File: src/hw/asfr_pkg.sv
// asfr_pkg: shared constants for the area sensor frame readout pair.
// assumes one 100 MHz clock; the master clock of the sensor is an enable pulse.
package asfr_pkg;

  // ---------------------------------------------------------------------------
  // clock and divider
  // ---------------------------------------------------------------------------
  localparam int CLK_MHZ      = 100;                 // system clock rate in MHz
  localparam int MCLK_DIV     = 3;                   // clocks per master clock (33.3 MHz, under 40 MHz)

  // ---------------------------------------------------------------------------
  // array geometry and pixel timing, in master clocks
  // ---------------------------------------------------------------------------
  localparam int ROWS         = 64;
  localparam int COLS         = 64;
  localparam int PIX_MCLK     = 8;                   // master clocks per pixel output
  localparam int ROW_BLANK    = 94;                  // blank master clocks between rows
  localparam int INTEG_MIN    = 40;                  // least integration, master clocks
  localparam int RESET_MIN    = 200;                 // least reset (high) period, master clocks
  localparam int INTEG_MAX_US = 2000;                // longest integration in us
  localparam int INTEG_MAX_MCLK = INTEG_MAX_US * CLK_MHZ / MCLK_DIV;  // rounds down
  localparam int FRAME_PIX    = ROWS * COLS;         // 4096 outputs per frame

  // ---------------------------------------------------------------------------
  // phase points inside one pixel slot
  // ---------------------------------------------------------------------------
  localparam logic [2:0] PH_SIG_LATCH = 3'h1;        // held signal level captured
  localparam logic [2:0] PH_RST_BEGIN = 3'h2;        // amplifier reset, reset level selected
  localparam logic [2:0] PH_RST_LATCH = 3'h3;        // reset level captured
  localparam logic [2:0] PH_DIFF      = 3'h4;        // difference driven onto the video
  localparam logic [2:0] PH_LAST      = 3'h7;

  // ---------------------------------------------------------------------------
  // reset values
  // ---------------------------------------------------------------------------
  localparam logic FS_RESET_LEVEL = 1'b1;            // start pulse parked high when idle

endpackage : asfr_pkg

File: src/hw/asfr_link_if.sv
// asfr_link_if: the wires between the sensor readout and its timing controller.
// assumes both ends run on the same clock; the controller owns mclk_en.
`timescale 1ns/10ps
interface asfr_link_if #(
  parameter int DW = 12
);
  logic          mclk_en;            // master clock tick, one clk wide
  logic          frame_start_pulse;  // low: integrate, high: frame scan
  logic [DW-1:0] video;              // offset-compensated pixel value
  logic          conversion_strobe;  // converter sample point

  modport dev (input mclk_en, input frame_start_pulse, output video, output conversion_strobe);
  modport ctl (output mclk_en, output frame_start_pulse, input video, input conversion_strobe);
endinterface : asfr_link_if

File: src/hw/asfr_ctrl.sv
// asfr_ctrl: timing controller for the sensor readout, with its capture FIFO.
// assumes the sensor end shares i_clk; the user drains pixels by valid/ready.
`timescale 1ns/10ps
module asfr_fifo #(
  parameter int W = 24,
  parameter int D = 16
)(
  input  wire logic         i_clk,
  input  wire logic         i_rst_b,
  input  wire logic         i_valid,
  output logic              o_ready,
  input  wire logic [W-1:0] i_data,
  output logic              o_valid,
  input  wire logic         i_ready,
  output logic [W-1:0]      o_data,
  output logic              o_empty
);
  localparam int AW = $clog2(D);
  logic [W-1:0] mem [D];
  logic [AW:0]  cnt_q;
  logic [AW-1:0] wr_q;
  logic [AW-1:0] rd_q;

  wire push = i_valid && o_ready;
  wire pop  = o_valid && i_ready;

  // storage and pointers; pointers wrap at D-1, for any depth
  always_ff @(posedge i_clk) begin
    if (push) mem[wr_q] <= i_data;
  end
  always_ff @(posedge i_clk) begin
    if (!i_rst_b) begin
      wr_q  <= '0;
      rd_q  <= '0;
      cnt_q <= '0;
    end else begin
      if (push) wr_q <= (wr_q == AW'(D - 1)) ? '0 : wr_q + 1'b1;
      if (pop)  rd_q <= (rd_q == AW'(D - 1)) ? '0 : rd_q + 1'b1;
      cnt_q <= cnt_q + (AW+1)'(push) - (AW+1)'(pop);
    end
  end

  assign o_ready = (cnt_q != (AW+1)'(D));
  assign o_valid = (cnt_q != '0);
  assign o_empty = (cnt_q == '0);
  assign o_data  = mem[rd_q];
endmodule : asfr_fifo

module asfr_ctrl
  import asfr_pkg::*;
#(
  parameter int DW         = 12,
  parameter int FIFO_DEPTH = 16,
  parameter int IMAX       = INTEG_MAX_MCLK      // longest integration, master clocks
)(
  // clock and reset
  input  wire logic          i_clk,
  input  wire logic          i_rst_b,
  // link to the sensor
  asfr_link_if.ctl           link,
  // frame command
  input  wire logic          i_start,
  input  wire logic          i_continuous,
  input  wire logic [16:0]   i_integ_mclk,
  // pixel stream out
  output logic               o_px_valid,
  input  wire logic          i_px_ready,
  output logic [DW-1:0]      o_px_data,
  output logic [5:0]         o_px_row,
  output logic [5:0]         o_px_col,
  // status
  output logic               o_busy,
  output logic               o_overflow
);

  // ---------------------------------------------------------------------------
  // master clock divider
  // ---------------------------------------------------------------------------
  logic [7:0] div_q;
  logic       tick_q;
  always_ff @(posedge i_clk) begin
    if (!i_rst_b) begin
      div_q  <= 8'h00;
      tick_q <= 1'b0;
    end else begin
      div_q  <= (div_q == 8'(MCLK_DIV - 1)) ? 8'h00 : div_q + 8'h01;
      tick_q <= (div_q == 8'(MCLK_DIV - 1));
    end
  end

  // ---------------------------------------------------------------------------
  // frame start pulse sequencer
  // ---------------------------------------------------------------------------
  typedef enum logic [1:0] {
    CS_IDLE  = 2'h0,
    CS_INTEG = 2'h1,
    CS_SCAN  = 2'h2
  } asfr_cstate_t;

  asfr_cstate_t cst_q;
  logic [16:0]  len_q;
  logic [16:0]  cnt_q;
  logic [12:0]  npix_q;
  logic         fs_q;
  logic         strobe_prev_q;
  logic         ovf_q;
  logic [5:0]   row_q;
  logic [5:0]   col_q;
  logic         fifo_ready;
  logic         fifo_empty;

  // integration length forced into the legal window of the sensor
  wire [16:0] want    = i_integ_mclk;
  wire [16:0] integ_n = (want < 17'(INTEG_MIN)) ? 17'(INTEG_MIN) :
                        (want > 17'(IMAX)) ? 17'(IMAX) : want;
  // a new frame waits for an empty FIFO, so a slow reader stalls the sensor
  wire go        = (i_start || i_continuous) && fifo_empty;
  wire all_pix   = (npix_q == 13'(FRAME_PIX));
  wire scan_done = all_pix && (cnt_q >= 17'(RESET_MIN - 1));
  wire strobe_up = link.conversion_strobe && !strobe_prev_q;

  // transitions change only on the clock between master ticks, never with one
  always_ff @(posedge i_clk) begin
    if (!i_rst_b) begin
      cst_q <= CS_IDLE;
      fs_q  <= FS_RESET_LEVEL;
      cnt_q <= 17'h00000;
      len_q <= 17'h00000;
    end else if (div_q == 8'(MCLK_DIV / 2)) begin
      unique case (cst_q)
        CS_IDLE: if (go) begin
          cst_q <= CS_INTEG;
          fs_q  <= 1'b0;
          len_q <= integ_n;
          cnt_q <= 17'h00000;
        end
        CS_INTEG: begin
          cnt_q <= cnt_q + 17'h00001;
          if (cnt_q == len_q - 17'h00001) begin
            cst_q <= CS_SCAN;
            fs_q  <= 1'b1;
            cnt_q <= 17'h00000;
          end
        end
        CS_SCAN: begin
          if (cnt_q != 17'h1ffff) cnt_q <= cnt_q + 17'h00001;
          if (scan_done) cst_q <= CS_IDLE;
        end
        default: cst_q <= CS_IDLE;
      endcase
    end
  end

  // ---------------------------------------------------------------------------
  // capture: one sample per strobe, position counted here
  // ---------------------------------------------------------------------------
  always_ff @(posedge i_clk) begin
    if (!i_rst_b) begin
      strobe_prev_q <= 1'b0;
      npix_q        <= 13'h0000;
      row_q         <= 6'h00;
      col_q         <= 6'h00;
      ovf_q         <= 1'b0;
    end else begin
      strobe_prev_q <= link.conversion_strobe;
      if (cst_q == CS_INTEG) begin
        npix_q <= 13'h0000;
        row_q  <= 6'h00;
        col_q  <= 6'h00;
      end else if (strobe_up && (cst_q == CS_SCAN) && !all_pix) begin
        npix_q <= npix_q + 13'h0001;
        col_q  <= col_q + 6'h01;
        if (col_q == 6'(COLS - 1)) row_q <= row_q + 6'h01;
        if (!fifo_ready) ovf_q <= 1'b1;
      end
      if (go && (cst_q == CS_IDLE)) ovf_q <= 1'b0;
    end
  end

  wire [DW+11:0] fifo_out;
  asfr_fifo #(.W(DW + 12), .D(FIFO_DEPTH)) u_fifo (
    .i_clk   (i_clk),
    .i_rst_b (i_rst_b),
    .i_valid (strobe_up && (cst_q == CS_SCAN) && !all_pix),
    .o_ready (fifo_ready),
    .i_data  ({row_q, col_q, link.video}),
    .o_valid (o_px_valid),
    .i_ready (i_px_ready),
    .o_data  (fifo_out),
    .o_empty (fifo_empty)
  );

  // ---------------------------------------------------------------------------
  // outputs
  // ---------------------------------------------------------------------------
  assign link.mclk_en           = tick_q;
  assign link.frame_start_pulse = fs_q;
  assign o_px_data  = fifo_out[DW-1:0];
  assign o_px_col   = fifo_out[DW+5:DW];
  assign o_px_row   = fifo_out[DW+11:DW+6];
  assign o_busy     = (cst_q != CS_IDLE);
  assign o_overflow = ovf_q;

endmodule : asfr_ctrl

File: src/flat_wrapper.sv
// flat-port wrapper written by rule: the top's interface ports become plain ports
module asfr_ctrl_flat import asfr_pkg::*;
#(
  parameter int DW         = 12,
  parameter int FIFO_DEPTH = 16,
  parameter int IMAX       = INTEG_MAX_MCLK                                           
)
  (i_clk, i_rst_b, i_start, i_continuous, i_integ_mclk, o_px_valid, i_px_ready, o_px_data, o_px_row, o_px_col, o_busy, o_overflow, link_mclk_en, link_frame_start_pulse, link_video, link_conversion_strobe);
  asfr_link_if #(.DW(DW)) link_i ();
  input  wire logic i_clk;
  input  wire logic i_rst_b;
  input  wire logic i_start;
  input  wire logic i_continuous;
  input  wire logic [16:0] i_integ_mclk;
  output logic o_px_valid;
  input  wire logic i_px_ready;
  output logic [DW-1:0] o_px_data;
  output logic [5:0] o_px_row;
  output logic [5:0] o_px_col;
  output logic o_busy;
  output logic o_overflow;
  output wire logic [$bits(link_i.mclk_en)-1:0] link_mclk_en;
  output wire logic [$bits(link_i.frame_start_pulse)-1:0] link_frame_start_pulse;
  input wire logic [$bits(link_i.video)-1:0] link_video;
  input wire logic [$bits(link_i.conversion_strobe)-1:0] link_conversion_strobe;
  assign link_mclk_en = link_i.mclk_en;
  assign link_frame_start_pulse = link_i.frame_start_pulse;
  assign link_i.video = link_video;
  assign link_i.conversion_strobe = link_conversion_strobe;
  asfr_ctrl #(.DW(DW), .FIFO_DEPTH(FIFO_DEPTH), .IMAX(IMAX)) u_core (.i_clk(i_clk), .i_rst_b(i_rst_b), .link(link_i), .i_start(i_start), .i_continuous(i_continuous), .i_integ_mclk(i_integ_mclk), .o_px_valid(o_px_valid), .i_px_ready(i_px_ready), .o_px_data(o_px_data), .o_px_row(o_px_row), .o_px_col(o_px_col), .o_busy(o_busy), .o_overflow(o_overflow));
endmodule
File: config.mk
export PLATFORM = sky130hd
export DESIGN_NAME = asfr_ctrl_flat
export DESIGN_NICKNAME = d
export VERILOG_FILES = /design/src/hw/asfr_pkg.sv /design/src/hw/asfr_link_if.sv /design/src/hw/asfr_ctrl.sv /design/src/flat_wrapper.sv
export SDC_FILE = /design/constraint.sdc
export NUM_CORES = 1
export LEC_CHECK = 0
export BUFFER_PORTS_ARGS = -buffer_cell sky130_fd_sc_hd__buf_2
export CORE_MARGIN = 3
export CORE_UTILIZATION = 35
export DETAILED_ROUTE_END_ITERATION = 10
export GPL_TIMING_DRIVEN = 0
export SLEW_MARGIN = 20
export SYNTH_ARGS = -nofsm -noshare
export SYNTH_HDL_FRONTEND = slang
export SYNTH_SLANG_ARGS = --single-unit
File: constraint.sdc
create_clock -name i_clk -period 5.2 [get_ports i_clk]
set_clock_uncertainty 0.1 [all_clocks]
set_input_delay 0 -clock i_clk [delete_from_list [all_inputs] [get_ports i_clk]]
set_output_delay 0 -clock i_clk [all_outputs]
set_load 0.03 [all_outputs]
-- Yosys cells after proc, flatten, opt, wreduce, memory -nomap -nowiden
Memories as Yosys holds them, arrays and structs flattened. A register that Yosys moved wholly into a read port is not among the register bits.
Index checks and enable logic that the tools add are counted.
Widths: inputs -> output; s select.
- logic and storage cells: 91
- output and inout bits: 29
- register bits after elaboration: 86
- memories: 1
- input port bits: 35
- bits in writable memories: 384
- order comparisons: 3
- equal/unequal tests: 15
- multiplexer cells: 19
- bitwise logic cells: 3
- reduce and logical (&&, ||, !) cells: 26
- $add $sub $neg: 10
- memories (memory ; depth ; bits a word ; read ports ; clocked after memory_dff ; wr ports ; RTL line ; text):
    u_core.u_fifo.mem ; 16 ; 24 ; 1 ; 1 ; 1 ; asfr_ctrl.sv:19 ; logic [W-1:0] mem [D];
- operator list (operator ; number):
    $mux 17 ; 5
    $pmux 17 s3 ; 1
    $add 17x1->17 const B ; 1
    $eq 17x17->1 ; 1
    $ge 17x8->1 const B ; 1
    $gt 17x17->1 const B ; 1
    $lt 17x6->1 const B ; 1
    $ne 17x17->1 const B ; 1
    $sub 17x1->17 const B ; 1
    $mux 4 ; 4
    $add 13x1->13 const B ; 1
    $eq 13x13->1 const B ; 1
    $add 6x1->6 const B ; 2
    $reduce_and 4->1 ; 3
    $add 4x1->4 const B ; 2
    $add 8x1->8 const B ; 1
    $eq 4x4->1 const B ; 2
    $eq 8x1->1 const B ; 1
    $eq 8x2->1 const B ; 1
    $logic_and 1x1->1 ; 8
    $ne 2x1->1 const B ; 4
    $eq 6x6->1 const B ; 1
    $mux 2 ; 3
    $pmux 2 s3 ; 1
    other kinds (18) ; 28

-- Depth between registers and ports, before layout
Gate-level depths: netlist of the first run.
- depth after elaboration: 7
- gate-level depth with buffers: 18

-- Cells and area by module
A second synthesis of the first run with hierarchy kept.
- cell total of the unflattened synthesis: 1211
- area, all modules: 19289.8 µm²
- by module, submodules not included (module ; sequential area each (µm²) ; times used ; cells an instance ; area an instance (µm²)):
    asfr_fifo ; 11871.4 ; 1 ; 706 ; 15273.4
    asfr_ctrl ; 1461.4 ; 1 ; 505 ; 4016.4

-- Worst setup path after synthesis of the first run
Ideal clock, no wire load.
- path kind: register to register
- start: register u_core.npix_q[0]
- end: memory u_core.u_fifo.mem[3][0] (enable)
- setup slack: 1.355 ns
- cell stages (with the launch flop): 10
- period minus slack after synthesis: 3.845 ns
- arrival time: 3.310 ns
- required time: 4.665 ns
- setup time: 0.435 ns
- path buffers: 1
- cell sequence: dfxtp_1 -> inv_1 -> ha_1 -> nor4b_1 -> nand3_1 -> and4b_1 -> and2_1 -> clkbuf_1 -> nand2_1 -> nor3_1
- cells in the longest elaborated chain, start to end: 6
- RTL lines (element ; RTL line ; text):
    start: declaration ; asfr_ctrl.sv:103 ; logic [12:0] npix_q;
    start signal: assignment ; asfr_ctrl.sv:171 ; npix_q <= npix_q + 13'h0001;
    $eq 13x13->1 ; asfr_ctrl.sv:118 ; wire all_pix = (npix_q == 13'(FRAME_PIX));
    $logic_not 1->1 ; asfr_ctrl.sv:184 ; .i_valid (strobe_up && (cst_q == CS_SCAN) && !all_pix),
    $logic_and 1x1->1 ; asfr_ctrl.sv:184 ;
    $logic_and 1x1->1 ; asfr_ctrl.sv:24 ; wire push = i_valid && o_ready;
    $mux 1 ; asfr_ctrl.sv:29 ; if (push) mem[wr_q] <= i_data;
    $mux 1 (implied by the code) ; asfr_ctrl.sv:29 ;
    end: declaration ; asfr_ctrl.sv:19 ;
No other way between the ends.

==> results.toml, run 1 <==
[power_and_ir_drop]
power_density_nw_per_um2 = 399.9
ir_worst_vdd_mv = 0.2801
p_total_mw = 9.386
p_leak_nw = 7.870

[sta]
setup_viol = 0
setup_tns_ps = 0
maxSlewViolCount = 0
timing.final.crit_share_pct = 81.23
max_freq_mhz = 236.7
tightest_slew_ps = 1034
setup_ws_ps = 976.1
finalHoldViolations = 0
rsz0062_at_grt = "false"
max_slew_margin_pct = 31.09
holdWs_ps = 95.26
fin_crit_ps = 4224

[clock_network]
cts_buffer_depth = 3
cts.root.buffer_cell = "clkbuf_16"
post_cts_buffers = 0
cts_max_level = 2
clk_pin_slew_worst_paths_ps = 60
tritoncts = "built"
insertion_delay_ps = 590
cts.sinks = 474
numCtsBuffers = 50

[cells_and_area]
final_common_cell = "edfxtp_1"
instances_no_fill = 2146
area_growth_pct = 20.10
layout-drive-gt1-share_pct = 23.74
insertedDiodeCount = 0
layout_common_cells = "384 x edfxtp_1, 120 x mux4_2, 90 x dfxtp_1"
layout.nets = 1427

[drt]
via_per_inst = 5.124
drt-pass1-iter-count = 5
wl_per_cell_um = 21.11
vias = 10996
drt_iter0_markers = 932
drc_errors = 0
wl_um = 45310
antenna_left = 0

[synth]
synth_area_leaders = "edfxtp_1 59%, mux4_2 14%, dfxtp_1 9.2%, nor2_1 1.8%, ha_1 1.6%"
synthCells = 1177
synth_edf_count = 384
ys.flop_type = "edfxtp_1"
synth-seq-area-share_pct = 68.23
synth_cell_type_count = 64
async_flop_share_pct = 0
yosysTopAreaCell = "edfxtp_1"
yosysTopAreaCellShare_pct = 59.01
syn_area_um2 = 19540
syn_area_per_cell_um2 = 16.60
ys_ff_latch = 474
syn-num-nets = 1238
yosysWarnings = 0

[setup_path]
cp.arrival_ps = 4120
start_kind = "register"
crit_type = "reg -> out"
r2r_start = "u_core.u_fifo.cnt_q[3]"
cp-end-kind = "output port"
path_max_fanout = 10
timing.rr.end = "u_core.len_q[0]"
crit_required_ps = 5100
rrSetupSlack_ps = 1250
r2r_cells = 11

[floorplan]
die_width_um = 242.3
initial_utilization_pct = 35.82
pin_count = 64
die_h_um = 242.3
placementRows = 85
core-area_um2 = 54560
dieArea_um2 = 58700

[worst_hold_path]
holdCritPathClass = "in -> reg"
hold_path_depth = 3
min_from = "link_conversion_strobe"
min_to = "u_core.strobe_prev_q"

[run]
cap_violations = 0

[grt]
antenna_found_initial = 0
grt_pass1_wl_um = 69550
first_global_vias = 11379
grt_use_total_pct = 15.49
grt_start_max_net_pins = 21
overflow = 0

[placed_design]
dp_slack_ps = 1407
port_buffers = 63
gp_congestion = 0.8197
dp_cells = 2008
place_hpwl_um = 29510

[status]
outcome = "complete, no violations"
[metal layers]
metal / global-route usage [%] / part of all wire (%) / vias up
met3: 2.424 / 4.8 / 61
met1: 19.51 / 41 / 5607
met2: 27.81 / 52 / 311
li1: - / - / 5017
met5: 0 / 0 / -
met4: 4.120 / 2.0 / 0
[area by class of cell]
| cell class | instances | area, um^2 |
|---|---|---|
| Timing Repair Buffer | 137 | 1175 |
| Tap cell | 739 | 924.6 |
| Buffer | 62 | 259.0 |
| Sequential cell | 474 | 13330 |
| Inverter | 28 | 105.1 |
| Clock inverter | 29 | 346.6 |
| Clock buffer | 64 | 1364 |
| Fill cell | 4863 | 31090 |
| Multi-Input combinational cell | 613 | 5963 |
[worst max path at each step]
stage                          endpoint  slack [ps]
4_1_cts                     o_px_col[3]         760
3_3_place_gp   u_core.u_fifo.mem[0][10]       -1410
3_5_place_dp                o_px_row[0]        1410
2_1_floorplan   u_core.u_fifo.mem[3][0]        1360
5_1_grt                     o_px_row[0]         690
6_report                    o_px_row[0]         980
[worst max-delay path: stages (launching register included)]
cell	delay [ps]
dfxtp_1	360
clkbuf_1	260
clkbuf_1	730
buf_1	780
mux4_2	620
mux4_2	560
buf_2	220
[stage by stage]
| step | utilization (%) | area (um^2) |
|---|---|---|
| 6_report | 43.02 | 23470 |
| 5_1_grt | 43.02 | 23470 |
| 4_1_cts | 43.01 | 23460 |
| 3_5_place_dp | 39.05 | 21300 |
| 3_3_place_gp | 38.09 | 20780 |
| 2_1_floorplan | - | 19540 |
[flip-flops by register name, summed over array words and instances, names as in the netlist, named ones only]
register,flops
u_core.u_fifo.wr_q,4
u_core.o_overflow,1
u_core.strobe_prev_q,1
u_core.u_fifo.rd_q,4
u_core.link.frame_start_pulse,1
u_core.cst_q,2
u_core.len_q,17
u_core.u_fifo.cnt_q,5
u_core.u_fifo.mem,384
u_core.npix_q,13
u_core.div_q,8
u_core.col_q,6
u_core.cnt_q,17
u_core.link.mclk_en,1
u_core.row_q,6
[where the power goes]
group | switching (mW) | leakage (nW) | internal, mW
logic | 0.885 | 2.58 | 0.698
registers | 0.0531 | 4.46 | 4.12
clock network | 1.51 | 0.823 | 2.12
total | 2.45 | 7.87 | 6.94
[cells by family (layout without fill, tap and decap cells)]
| family | after synthesis | in the layout | share of synthesized area [%] |
|---|---|---|---|
| compound gates | 120 | 120 | 4.162 |
| xor+xnor | 53 | 53 | 2.375 |
| mux | 131 | 131 | 14.40 |
| flops | 474 | 474 | 68.23 |
| buf+inv | 90 | 320 | 1.818 |
| fa+ha+maj | 26 | 26 | 1.703 |
| simple gates | 283 | 283 | 7.312 |
[Yosys cell counts, types with 13 or more instances]
master    count
a21oi_1      30
and3_1       16
clkbuf_1     45
dfxtp_1      90
edfxtp_1    384
ha_1         25
inv_1        27
mux4_2      120
nand2_1      63
nand3_1      20
nand4_1      13
nor2_1       92
nor3_1       18
o21ai_0      28
o22ai_1      17
xnor2_1      21
xor2_1       32
[repair_timing]
item,4_1_cts,5_1_grt
hold buffers,45,0
gates resized for setup,0,0
endpoints found under the hold margin,229,0
No activity file was read; power rests on OpenSTA's default activity.
==> run 2: changes to the inputs <==
- clock period: 5.2 -> 4.2 ns (I/O delays scaled with it)
==> results.toml, run 2 (synthesis results as in run 1) <==
[cells_and_area]
layout-drive-gt1-share_pct = 23.95
layout.nets = 1427
final_common_cell = "edfxtp_1"
fill_cells = 4860
layout_common_cells = "384 x edfxtp_1, 120 x mux4_2, 90 x dfxtp_1"
reg_top3 = "u_core.u_fifo.mem (384), u_core.cnt_q (17), u_core.len_q (17)"
area_growth_pct = 20.24
insertedDiodeCount = 0
instances_no_fill = 2146
utilization_pct = 43.07
top_register = "u_core.u_fifo.mem"
largest_reg_flops = 384

[placed_design]
dp_slack_ps = 406.9
gp_congestion = 0.8197
dp_cells = 2008
port_buffers = 63
place_hpwl_um = 29510

[setup_path]
cp_common_cell = "clkbuf_1"
r2r_cells = 11
max_stage_delay_ps = 750
crit_chain = "clkbuf_1 > clkbuf_1 > clkbuf_1 > mux4_2 > mux4_2 > buf_2"
r2r_start = "u_core.u_fifo.cnt_q[3]"
crit_family = "buffers and inverters"
crit_buf_inv = 4
crit_slowest_cell = "clkbuf_1"
cp-end-kind = "output port"
timing.rr.end = "u_core.len_q[0]"
cp.arrival_ps = 3820
rrSetupSlack_ps = 480
path_max_fanout = 10
start_kind = "register"
crit_type = "reg -> out"
crit_required_ps = 4100

[power_and_ir_drop]
p_leak_nw = 7.877
ir_worst_vdd_mv = 0.3476
power_density_nw_per_um2 = 495.5
p_total_mw = 11.64

[clock_network]
cts_buffer_depth = 3
cts.root.buffer_cell = "clkbuf_16"
cts.sinks = 474
cts_max_level = 2
clk_pin_slew_worst_paths_ps = 60
numCtsBuffers = 50
post_cts_buffers = 0
tritoncts = "built"
insertion_delay_ps = 600

[sta]
fin_crit_ps = 3921
setup_viol = 0
holdWs_ps = 92.16
timing.final.crit_share_pct = 93.36
max_freq_mhz = 255.0
tightest_slew_ps = 1051
rsz0062_at_grt = "false"
finalHoldViolations = 0
max_slew_margin_pct = 29.95
maxSlewViolCount = 0
setup_ws_ps = 279.0

[worst_hold_path]
hold_path_depth = 3
min_from = "link_conversion_strobe"
min_to = "u_core.strobe_prev_q"
holdCritPathClass = "in -> reg"

[grt]
grt_start_max_net_pins = 21
grt_use_total_pct = 15.50
overflow = 0
antenna_found_initial = 0
grt_pass1_wl_um = 69580
first_global_vias = 11389

[status]
outcome = "complete, no violations"

[drt]
vias = 10992
drc_errors = 0
drt_iter0_markers = 909
antenna_left = 0
drt-pass1-iter-count = 6
via_per_inst = 5.122
wl_per_cell_um = 21.16
wl_um = 45410

[floorplan]
initial_utilization_pct = 35.82
pin_count = 64
core-area_um2 = 54560
die_h_um = 242.3
dieArea_um2 = 58700
placementRows = 85
die_width_um = 242.3

[run]
cap_violations = 0
## run 2: per-layer routing
layer	track usage, %	vias up	routed length, um
met3	2.457	61	2135
li1	-	5012	-
met1	19.56	5633	18650
met5	0	-	0
met4	4.120	0	920
met2	27.75	286	23710
## run 2: repair_timing
action | 4_1_cts | 5_1_grt
endpoints found under the hold margin | 229 | 0
resized for setup | 6 | 4
hold buffers | 45 | 0
endpoints found under the setup margin | 20 | 16
## run 2: area by class of cell
| class | instances | area [um^2] | area share [%] |
|---|---|---|---|
| buffer | 62 | 280.3 | 1.193 |
| tap | 739 | 924.6 | 3.935 |
| inverter | 28 | 105.1 | 0.4473 |
| multi-input combinational | 613 | 5968 | 25.40 |
| timing repair buffer | 137 | 1175 | 5.000 |
| clock inverter | 29 | 346.6 | 1.475 |
| clock buffer | 64 | 1364 | 5.804 |
| sequential | 474 | 13330 | 56.74 |
## run 2: worst max-delay path by stage
stage	from	to	slack, ps	cells past startpoint
floorplan	u_core.npix_q[0]	u_core.u_fifo.mem[3][0]	360	9
detailed placement	register	o_px_row[0]	410	6
global route	register	o_px_col[3]	120	6
global placement	u_core.npix_q[0]	u_core.u_fifo.mem[0][10]	-2410	9
finish	register	o_px_col[0]	280	6
CTS	register	o_px_row[0]	40	6
## run 2: worst register-to-register path, cell delays in order (launching register included)
cell,delay [ps]
dfxtp_1,320
inv_1,70
ha_1,160
nor4b_1,540
o21ai_0,380
nor3_2,480
o31a_1,280
a21boi_0,270
buf_2,290
a22oi_1,110
dlygate4sd3_1,580
nor2_1,70
## run 2: report_power, final
group | total (mW) | switching [mW] | internal [mW] | leakage, nW
Sequential | 5.17 | 0.0652 | 5.10 | 4.46
Clock | 4.50 | 1.87 | 2.63 | 0.823
Combinational | 1.97 | 1.10 | 0.871 | 2.59
## run 2: stage by stage
| step | TNS (ps) | area, um^2 |
|---|---|---|
| after floorplan | 0 | 19540 |
| after global placement | -409040 | 20780 |
| after detailed placement | 0 | 21300 |
| after CTS | 0 | 23490 |
| after global routing | 0 | 23500 |
| final | 0 | 23500 |
